**src/rtl/wtac_pkg.sv**
```systemverilog
// package: register map, field layout and timing constants of the wakeup/calibration control block
package wtac_pkg;
    localparam logic [7:0] WAKE_CAL_CTRL_ADDR = 8'h18;
    localparam logic [7:0] WAKE_CAL_CTRL_RESET = 8'h04;
    localparam int AUTOCAL_HI = 5;
    localparam int AUTOCAL_LO = 4;
    localparam int POWER_ON_TIMEOUT_SELECT_HI = 3;
    localparam int POWER_ON_TIMEOUT_SELECT_LO = 2;
    localparam int SPARE_BIT = 1;
    localparam int KEEP_ON_BIT = 0;
    localparam logic [7:0] WRITABLE_MASK = 8'h3F;
    localparam int RIPPLE_BITS = 6;
    localparam logic [8:0] EXPIRE_CNT_0 = 9'h001;
    localparam logic [8:0] EXPIRE_CNT_1 = 9'h010;
    localparam logic [8:0] EXPIRE_CNT_2 = 9'h040;
    localparam logic [8:0] EXPIRE_CNT_3 = 9'h100;

    typedef enum logic [1:0] {
        AUTOCAL_NEVER = 2'h0,
        AUTOCAL_IDLE_TO_RX = 2'h1,
        AUTOCAL_RX_TO_IDLE = 2'h2,
        AUTOCAL_EVERY_4TH = 2'h3
    } wtac_autocal_t;

    // fields of the register as one word
    typedef struct packed {
        logic [1:0] unused;
        wtac_autocal_t auto_calibration_select;
        logic [1:0] power_on_timeout_select;
        logic spare;
        logic oscillator_keep_on;
    } wtac_cfg_t;

    // radio state machine events seen by this block
    typedef struct packed {
        logic idle_to_rx;
        logic rx_to_idle_auto;
        logic synth_calibrate_strobe;
    } wtac_evt_t;
endpackage : wtac_pkg

```
**src/rtl/wtac_ctrl.sv**
```systemverilog
// wakeup timeout, oscillator keep-on and synthesizer auto-calibration control
// How it works
// - select 00: calibrate only on the host calibrate strobe
// - select 01: calibrate on every IDLE to RX transition
// - select 10: calibrate on every automatic RX to IDLE return
// - select 11: calibrate on every fourth automatic RX to IDLE return
// - after oscillator settles, wait timeout expiries of six-bit counter, then chip ready low
// - timeout field gives 1, 16, 64, 256 expiries; reset value 01
// - oscillator settled and chip ready assert in the same cycle
`timescale 1ns/1ns
module wtac_ctrl #(
    parameter int RIPPLE_BITS = wtac_pkg::RIPPLE_BITS
) (
    input wire logic I_MCLK,
    input wire logic I_RST,
    input wire logic I_REG_WR,
    input wire logic [7:0] I_REG_ADDR,
    input wire logic [7:0] I_REG_WDATA,
    output logic [7:0] O_REG_RDATA,
    input wire logic I_SLEEP,
    input wire logic I_OSC_RAW_STABLE,
    input wire logic I_IDLE_TO_RX,
    input wire logic I_RX_TO_IDLE_AUTO,
    input wire logic I_SYNTH_CAL_STROBE,
    output logic O_OSC_ENABLE,
    output logic O_OSC_SETTLED,
    output logic O_CHIP_READY_LOW,
    output logic O_SYNTH_CAL_START
);
    // ------------------------------------------------------------
    // configuration register
    // ------------------------------------------------------------
    wtac_pkg::wtac_cfg_t cfg_reg;
    wtac_pkg::wtac_evt_t evt;

    assign evt = '{idle_to_rx: I_IDLE_TO_RX, rx_to_idle_auto: I_RX_TO_IDLE_AUTO,
                   synth_calibrate_strobe: I_SYNTH_CAL_STROBE};

    always_ff @(posedge I_MCLK) begin
        if (I_RST) begin
            cfg_reg <= wtac_pkg::wtac_cfg_t'(wtac_pkg::WAKE_CAL_CTRL_RESET);
        end else if (I_REG_WR && I_REG_ADDR == wtac_pkg::WAKE_CAL_CTRL_ADDR) begin
            cfg_reg <= wtac_pkg::wtac_cfg_t'(I_REG_WDATA & wtac_pkg::WRITABLE_MASK);
        end
    end

    always_ff @(posedge I_MCLK) begin
        if (I_RST) begin
            O_REG_RDATA <= 8'h00;
        end else if (I_REG_ADDR == wtac_pkg::WAKE_CAL_CTRL_ADDR) begin
            O_REG_RDATA <= 8'(cfg_reg) & wtac_pkg::WRITABLE_MASK;
        end else begin
            O_REG_RDATA <= 8'h00;
        end
    end

    // ------------------------------------------------------------
    // oscillator enable
    // ------------------------------------------------------------
    always_ff @(posedge I_MCLK) begin
        if (I_RST) begin
            O_OSC_ENABLE <= 1'b1;
        end else begin
            O_OSC_ENABLE <= !I_SLEEP || cfg_reg.oscillator_keep_on;
        end
    end

    // ------------------------------------------------------------
    // power-on timeout
    // ------------------------------------------------------------
    logic [RIPPLE_BITS-1:0] ripple_reg;
    logic [8:0] expiry_reg;
    logic [8:0] expire_target;
    logic ready_reg;

    always_comb begin
        unique case (cfg_reg.power_on_timeout_select)
            2'h0: expire_target = wtac_pkg::EXPIRE_CNT_0;
            2'h1: expire_target = wtac_pkg::EXPIRE_CNT_1;
            2'h2: expire_target = wtac_pkg::EXPIRE_CNT_2;
            2'h3: expire_target = wtac_pkg::EXPIRE_CNT_3;
        endcase
    end

    // counting restarts whenever the oscillator is not settled or not enabled
    always_ff @(posedge I_MCLK) begin
        if (I_RST || !I_OSC_RAW_STABLE || !O_OSC_ENABLE) begin
            ripple_reg <= '0;
            expiry_reg <= 9'h000;
            ready_reg <= 1'b0;
        end else if (!ready_reg) begin
            ripple_reg <= ripple_reg + 1'b1;
            if (&ripple_reg) begin
                expiry_reg <= expiry_reg + 9'h001;
                if (expiry_reg + 9'h001 >= expire_target) begin
                    ready_reg <= 1'b1;
                end
            end
        end
    end

    // both indications come from the same flop, so no offset between them
    always_ff @(posedge I_MCLK) begin
        if (I_RST) begin
            O_OSC_SETTLED <= 1'b0;
            O_CHIP_READY_LOW <= 1'b1;
        end else begin
            O_OSC_SETTLED <= ready_reg;
            O_CHIP_READY_LOW <= !ready_reg;
        end
    end

    // ------------------------------------------------------------
    // synthesizer auto-calibration
    // ------------------------------------------------------------
    logic [1:0] return_cnt_reg;
    logic auto_cal;

    always_ff @(posedge I_MCLK) begin
        if (I_RST) begin
            return_cnt_reg <= 2'h0;
        end else if (evt.rx_to_idle_auto) begin
            return_cnt_reg <= return_cnt_reg + 2'h1;
        end
    end

    always_comb begin
        unique case (cfg_reg.auto_calibration_select)
            wtac_pkg::AUTOCAL_NEVER: auto_cal = 1'b0;
            wtac_pkg::AUTOCAL_IDLE_TO_RX: auto_cal = evt.idle_to_rx;
            wtac_pkg::AUTOCAL_RX_TO_IDLE: auto_cal = evt.rx_to_idle_auto;
            wtac_pkg::AUTOCAL_EVERY_4TH: auto_cal = evt.rx_to_idle_auto && return_cnt_reg == 2'h3;
        endcase
    end

    always_ff @(posedge I_MCLK) begin
        if (I_RST) begin
            O_SYNTH_CAL_START <= 1'b0;
        end else begin
            O_SYNTH_CAL_START <= auto_cal || evt.synth_calibrate_strobe;
        end
    end
endmodule : wtac_ctrl

```
**config.mk**
```make
export PLATFORM = sky130hd
export DESIGN_NAME = wtac_ctrl
export DESIGN_NICKNAME = d
export VERILOG_FILES = /design/src/rtl/wtac_pkg.sv /design/src/rtl/wtac_ctrl.sv
export SDC_FILE = /design/constraint.sdc
export NUM_CORES = 1
export LEC_CHECK = 0
export BUFFER_PORTS_ARGS = -buffer_cell sky130_fd_sc_hd__buf_4
export CORE_MARGIN = 8
export CORE_UTILIZATION = 41
export DETAILED_ROUTE_END_ITERATION = 8
export HOLD_SLACK_MARGIN = 0.02
export MAX_ROUTING_LAYER = met4
export PLACE_DENSITY = 0.64
export SYNTH_ARGS = -nofsm -noshare
export SYNTH_HDL_FRONTEND = slang
export SYNTH_SLANG_ARGS = --single-unit
```
**constraint.sdc**
```tcl
create_clock -name I_MCLK -period 5.6 [get_ports I_MCLK]
set_clock_uncertainty 0.05 [all_clocks]
set_input_delay 0.84 -clock I_MCLK [delete_from_list [all_inputs] [get_ports I_MCLK]]
set_output_delay 0.84 -clock I_MCLK [all_outputs]
set_load 0.01 [all_outputs]
```
==> results of run 1 <==
-- cells in the final DEF, fill, tap and decap left out, types with 2 or more instances in the layout --
master and count:
nand2b_1 4, and2_1 5, clkbuf_8 6, o21ai_0 5, ha_1 7, nor3_1 5, mux2i_1 9, dfxtp_1 34
o31ai_1 2, a21oi_1 5, nand2_1 9, or4_1 2, nand3_1 11, inv_1 4, nor4b_1 3, xor2_1 5
nor4_1 2, conb_1 2, nand3b_1 2, xnor2_1 11, buf_4 31, nor2_1 26
-- cells by family after synthesis --
group | count (synthesis)
AO/OA/AOI/OAI | 17
AND/OR/NAND/NOR | 75
buffers and inverters | 10
adder cells (fa/ha/maj) | 7
multiplexers | 9
XOR/XNOR | 16
flip-flops | 34
other | 1
-- per-layer routing --
metal / track usage [%] / part of all wire [%] / vias to the layer above
met5: - / 0 / -
met4: 4.717 / 1.4 / 0
met3: 4.493 / 3.6 / 7
met2: 21.57 / 53 / 17
met1: 12.08 / 42 / 603
li1: - / - / 641
-- worst reg2reg max path, delay by kind of cell (launching register included) --
family | cells | cell delay [ns]
AND/OR/NAND/NOR | 6 | 1.12
adder cells (fa/ha/maj) | 2 | 0.51
flip-flops | 1 | 0.39
AO/OA/AOI/OAI | 1 | 0.16
XOR/XNOR | 1 | 0.08
-- final timing paths --
check,start,endpoint,slack (ns),cells after the start
setup reg to reg,expiry_reg[0],ready_reg,3.22,10
hold / removal,cfg_reg[1],O_REG_RDATA[1],0.41,1
hold reg to reg,cfg_reg[1],O_REG_RDATA[1],0.41,1
setup / recovery,expiry_reg[0],ready_reg,3.22,10
-- stage by stage --
stage,cells,util [%],power [mW],setup WS [ns]
6_report,251,52.02,0.4537,3.225
5_1_grt,251,52.02,0.4750,2.930
4_1_cts,251,52.02,0.4602,3.228
3_5_place_dp,243,49.52,0.2766,3.167
3_3_place_gp,243,49.52,0.2749,3.141
2_1_floorplan,170,-,0.2621,3.516
-- cell type report --
| class | instances | area (sq um) | area share (%) |
|---|---|---|---|
| clock buffers | 7 | 86.33 | 4.533 |
| well taps | 48 | 60.06 | 3.154 |
| repair buffers | 31 | 232.7 | 12.22 |
| multi-input cells | 126 | 824.5 | 43.30 |
| flip-flops and latches | 34 | 680.7 | 35.74 |
| clock inverters | 1 | 5.005 | 0.2628 |
| inverters | 4 | 15.01 | 0.7884 |
-- power by group through the flow --
stage | clock network, mW | registers, mW | logic [mW]
detailed placement | 0 | 0.252 | 0.0242
floorplan | 0 | 0.252 | 0.00991
global route | 0.201 | 0.247 | 0.0265
CTS | 0.189 | 0.247 | 0.0243
global placement | 0 | 0.252 | 0.0229
finish | 0.183 | 0.247 | 0.0240
==> summary.md, run 1 <==
| Metric | Value |
|---|---|
| Cells resized by post-CTS repair | `0` |
| Post-CTS Setup Bufs | `0` |
| Cell taking the most area after synthesis | `dfxtp_1` |
| PortBufs | `31` |
| Netlist Area Pre-Place | `1554 sq um` |
| Count of final setup violators | `0` |
| Largest register FFs | `9` |
| Die area | `6016 sq um` |
| I/O Pins | `36` |
| Root Buffer | `clkbuf_8` |
| WS Path Type | `flip-flop to flip-flop` |
| Hold Crit Class | `flip-flop to flip-flop` |
| Post-route ant nets | `0` |
| Pleak | `0.8216 nW` |
| VDD IR-drop max | `167.2 uV` |
| Layout cells sized above 1 | `20.20%` |
| Most frequent cell after synthesis | `dfxtp_1` |
| DRT Pass-1 Iters | `4` |
| Critical path cell sequence | `ha_1 > nand3_1 > or2_0 > nor2_1 > xor2_1 > ha_1 > nand3_1 > nor3_1 > o2111ai_1 > nand3_1` |
| Number of global-route vias before repair | `1320` |
| Slew headroom | `52.68%` |
| Crit start category | `flip-flop` |
| Seq pwr share | `54.4%` |
| Synth Area in Adders | `5.636%` |
| Mux share of post-synthesis cell area | `5.797%` |
| Mapped Cells | `169` |
| Delay-heaviest family, CP | `simple AND/OR/NAND/NOR gates` |
| Starting density of the core | `42.45%` |
| Async SR Flop Fraction | `0%` |
| CP max-delay cell | `dfxtp_1` |
| Synth top area cells | `dfxtp_1 (44%), nor2_1 (6.3%), xnor2_1 (6.2%)` |
| Final min period | `2.375 ns` |
| Sw Ratio | `21.11%` |
| Clock power share | `40.3%` |
| Num CTS Buffers | `5` |
| DRC | `0` |
| RePlAce Congestion | `0.8459` |
| Sw power | `0.09576 mW` |
| Initial drt markers | `61` |
| Clk_lat worst skew | `0.28 ns` |
| H-Tree Depth | `2` |
| Buf/Inv on CP | `0` |
| DR WL/cell | `13.22 um` |
| First-pass GRT wire length | `5789 um` |
| Crit-path most repeated cell | `nand3_1` |
| Clock sinks | `34` |
| Cell internal pwr | `0.3579 mW` |
| Total grt overflow | `0` |
| # nets final | `233` |
| CTS tree | `built` |
| Xor/xnor share of the synthesized area | `9.018%` |
| Worst-path maximum fanout | `4` |
| Hold Fails Final Rpt | `0` |
| Combinational fraction of design power | `5.3%` |
| Reg clk slew, reported paths | `0.06 ns` |
| Final HPWL DP | `2557 um` |
| Die X | `77.57 um` |
| GRT Resource Usage Total | `12.27%` |
| Fin area | `1904 sq um` |
| Final setup TNS | `0 ns` |
| Layout fillers | `346` |
| Register area share after synthesis | `43.80%` |
| WP data required | `5.77 ns` |
| Synth top cells by count | `dfxtp_1 (34), nor2_1 (26), nand3_1 (11), xnor2_1 (11)` |
| Die height | `77.57 um` |
| Hold_ws | `0.4112 ns` |
| Total Routed Length | `3318 um` |
| Hold_buf cts | `0` |
| Initial antenna violation count | `0` |
| Largest family of logic cells by synthesized area | `simple AND/OR/NAND/NOR gates` |
| Max-slew violation count | `0` |
| Dominant synthesized flop cell | `dfxtp_1` |
| Pin count of the biggest net entering global routing | `18` |
| RSZ-0062 raised after global routing | `no` |
| Longest Clk Path Bufs | `2` |
| Final Cycle Share | `42.41%` |
| Via count | `1268` |
| Placed cell area | `1813 sq um` |
| Synth Area in Compound Gates | `6.924%` |
| Fmax | `421.0 MHz` |
| Syn avg cell area | `9.195 sq um` |
| Tightest Pin Transition | `0.7077 ns` |
| Max-Cap Viols | `0` |
| Count of cell types in the netlist | `34` |
| FP Rows | `22` |
| Antenna cells | `0` |
| FF+latch count, synth | `34` |
| Critical path data arrival time | `2.55 ns` |
| EDFF count, synth | `0` |
| Core Region | `3661 sq um` |
| Synth top area share | `43.80%` |
| Simple-gate share of the synthesized area | `25.20%` |
| Area grow syn2layout | `22.54%` |
| Worst Setup End Kind | `flip-flop` |
| Vias/cell | `5.052` |
| Yosys warning count | `0` |
| Slowest stage delay, CP | `0.39 ns` |
| Status | `finished clean` |
| Pwr Density | `238.2 nW/um^2` |
Note: power is estimated with default switching activity, not from simulation.
==> inputs of run 2 (changes only) <==
==> constraint.sdc (replaced) <==
create_clock -name I_MCLK -period 2.4 [get_ports I_MCLK]
set_clock_uncertainty 0.05 [all_clocks]
set_input_delay 0.36 -clock I_MCLK [delete_from_list [all_inputs] [get_ports I_MCLK]]
set_output_delay 0.36 -clock I_MCLK [all_outputs]
set_load 0.01 [all_outputs]
==> run 2 against run 1 <==
  * Routed wire length down 1.9%
  * Power up 150%
  * Cell count up 1.2%
  * Worst hold slack worse by 0.22 ns
  * First-iteration DRC count down 16%
  * Clock-buffer cell count up 1
  * Global-route usage down 0.71 points
  * Clock power rose to 2.6 times the previous value
  * Register-to-register slack worse by 3.0 ns
  * Largest cell class unchanged
==> summary.md, run 2 (synthesized netlist as in run 1, its figures left out) <==
| Metric | Value |
|---|---|
| Status | `finished clean` |
| Final min period | `2.170 ns` |
| Clk_lat worst skew | `0.28 ns` |
| RePlAce Congestion | `0.8427` |
| Layout fillers | `345` |
| Initial drt markers | `51` |
| RSZ-0062 raised after global routing | `no` |
| Final HPWL DP | `2450 um` |
| Pin count of the biggest net entering global routing | `18` |
| Critical path data arrival time | `2.28 ns` |
| Antenna cells | `0` |
| Met2 wire len | `1718 um` |
| Starting density of the core | `42.45%` |
| Via count | `1252` |
| Max-slew violation count | `0` |
| First-pass GRT wire length | `5506 um` |
| Pwr Density | `570.7 nW/um^2` |
| DRT Pass-1 Iters | `4` |
| Final Cycle Share | `90.43%` |
| Number of global-route vias before repair | `1308` |
| Final Core Density | `53.42%` |
| Total Routed Length | `3254 um` |
| Fmax | `460.8 MHz` |
| Power Total | `1.116 mW` |
| Commonest cells after routing, fill and taps aside | `dfxtp_1 (34), buf_4 (34), nor2_1 (26)` |
| Crit start category | `flip-flop` |
| DR top layer | `met4` |
| Clock sinks | `34` |
| Die X | `77.57 um` |
| WL met1 | `1368 um` |
| Max-Cap Viols | `0` |
| Core Region | `3661 sq um` |
| FP Rows | `22` |
| DRC | `0` |
| WP data required | `2.51 ns` |
| Post-route ant nets | `0` |
| Hold Crit Class | `primary input to flip-flop` |
| CTS tree | `built` |
| Num CTS Buffers | `5` |
| Vias/cell | `4.929` |
| Longest Clk Path Bufs | `2` |
| Die area | `6016 sq um` |
| # nets final | `236` |
| DR WL/cell | `12.81 um` |
| Total grt overflow | `0` |
| VDD IR-drop max | `377.2 uV` |
| Hold_buf cts | `0` |
| Area grow syn2layout | `25.85%` |
| H-Tree Depth | `2` |
| Layout cells sized above 1 | `22.82%` |
| I/O Pins | `36` |
| Root Buffer | `clkbuf_8` |
| Largest register FFs | `9` |
| WS Path Type | `flip-flop to flip-flop` |
| Initial antenna violation count | `0` |
| GRT Resource Usage Total | `11.56%` |
| Hold Fails Final Rpt | `0` |
| Post-CTS Setup Bufs | `0` |
| Final setup TNS | `0 ns` |
| Count of final setup violators | `0` |
| Worst Setup End Kind | `flip-flop` |
| DR WL met3 | `106 um` |
| Reg clk slew, reported paths | `0.07 ns` |
| Worst-path maximum fanout | `4` |
| PortBufs | `31` |
| Die height | `77.57 um` |
| Pleak | `0.8462 nW` |
[run 2: cell count changes in the layout (fill, tap and decap cells not counted)]
cell	previous run	this run
or2_0	1	0
clkinv_2	1	0
nand3_2	0	1
nor3_1	5	4
or2_1	1	2
buf_4	31	34
clkbuf_8	6	8
clkbuf_1	1	0
nor3_2	0	1
nand3_1	11	10
[run 2: path summary, 6_finish.rpt]
| path | slack, ns | endpoint | start | cells after the start |
|---|---|---|---|---|
| setup / recovery | 0.23 | ready_reg | expiry_reg[0] | 10 |
| hold / removal | 0.19 | O_OSC_ENABLE | I_SLEEP | 2 |
| setup reg to reg | 0.23 | ready_reg | expiry_reg[0] | 10 |
| hold reg to reg | 0.41 | O_REG_RDATA[1] | cfg_reg[1] | 1 |
[run 2: where the power goes]
part           internal, mW  leakage [nW]  switching [mW]
registers             0.571         0.275         0.00504
logic                0.0342         0.514          0.0225
clock network         0.289        0.0575           0.194
total                 0.895         0.846           0.222
[run 2: layout make-up]
| class | instances | area, sq um | share of cell area (%) |
|---|---|---|---|
| clock buffers | 8 | 110.1 | 5.630 |
| flip-flops and latches | 34 | 680.7 | 34.80 |
| multi-input cells | 126 | 834.6 | 42.67 |
| inverters | 4 | 15.01 | 0.7678 |
| well taps | 48 | 60.06 | 3.071 |
| repair buffers | 34 | 255.2 | 13.05 |
[run 2: timing repair]
item                       4_1_cts  5_1_grt
resized for setup                0        3
setup endpoints to repair        0        1
hold endpoints to repair         0        0
[run 2: stage by stage]
stage	cells	area (sq um)	hold WS, ns	setup WS, ns
after detailed placement	246	1836	0.3929	0.08836
final	254	1956	0.1939	0.2297
after CTS	254	1946	0.1875	0.05707
after floorplan	170	1558	0.3719	0.3161
after global routing	254	1956	0.1873	0.03304
after global placement	246	1836	0.3937	0.1355
[run 2: critical path: stages, from the launching register on]
cell and delay (ns):
dfxtp_1 0.39, ha_1 0.21, nand3_2 0.13, or2_1 0.31, nor2_1 0.14, xor2_1 0.17
ha_1 0.25, nand3_1 0.10, nor3_2 0.05, a2bb2oi_1 0.16, nand3_1 0.10
[run 2: per-layer routing]
layer	track usage [%]	vias to the layer above
met4	7.736	0
met1	10.95	584
met3	2.650	6
met2	20.56	20
met5	-	-
li1	-	642
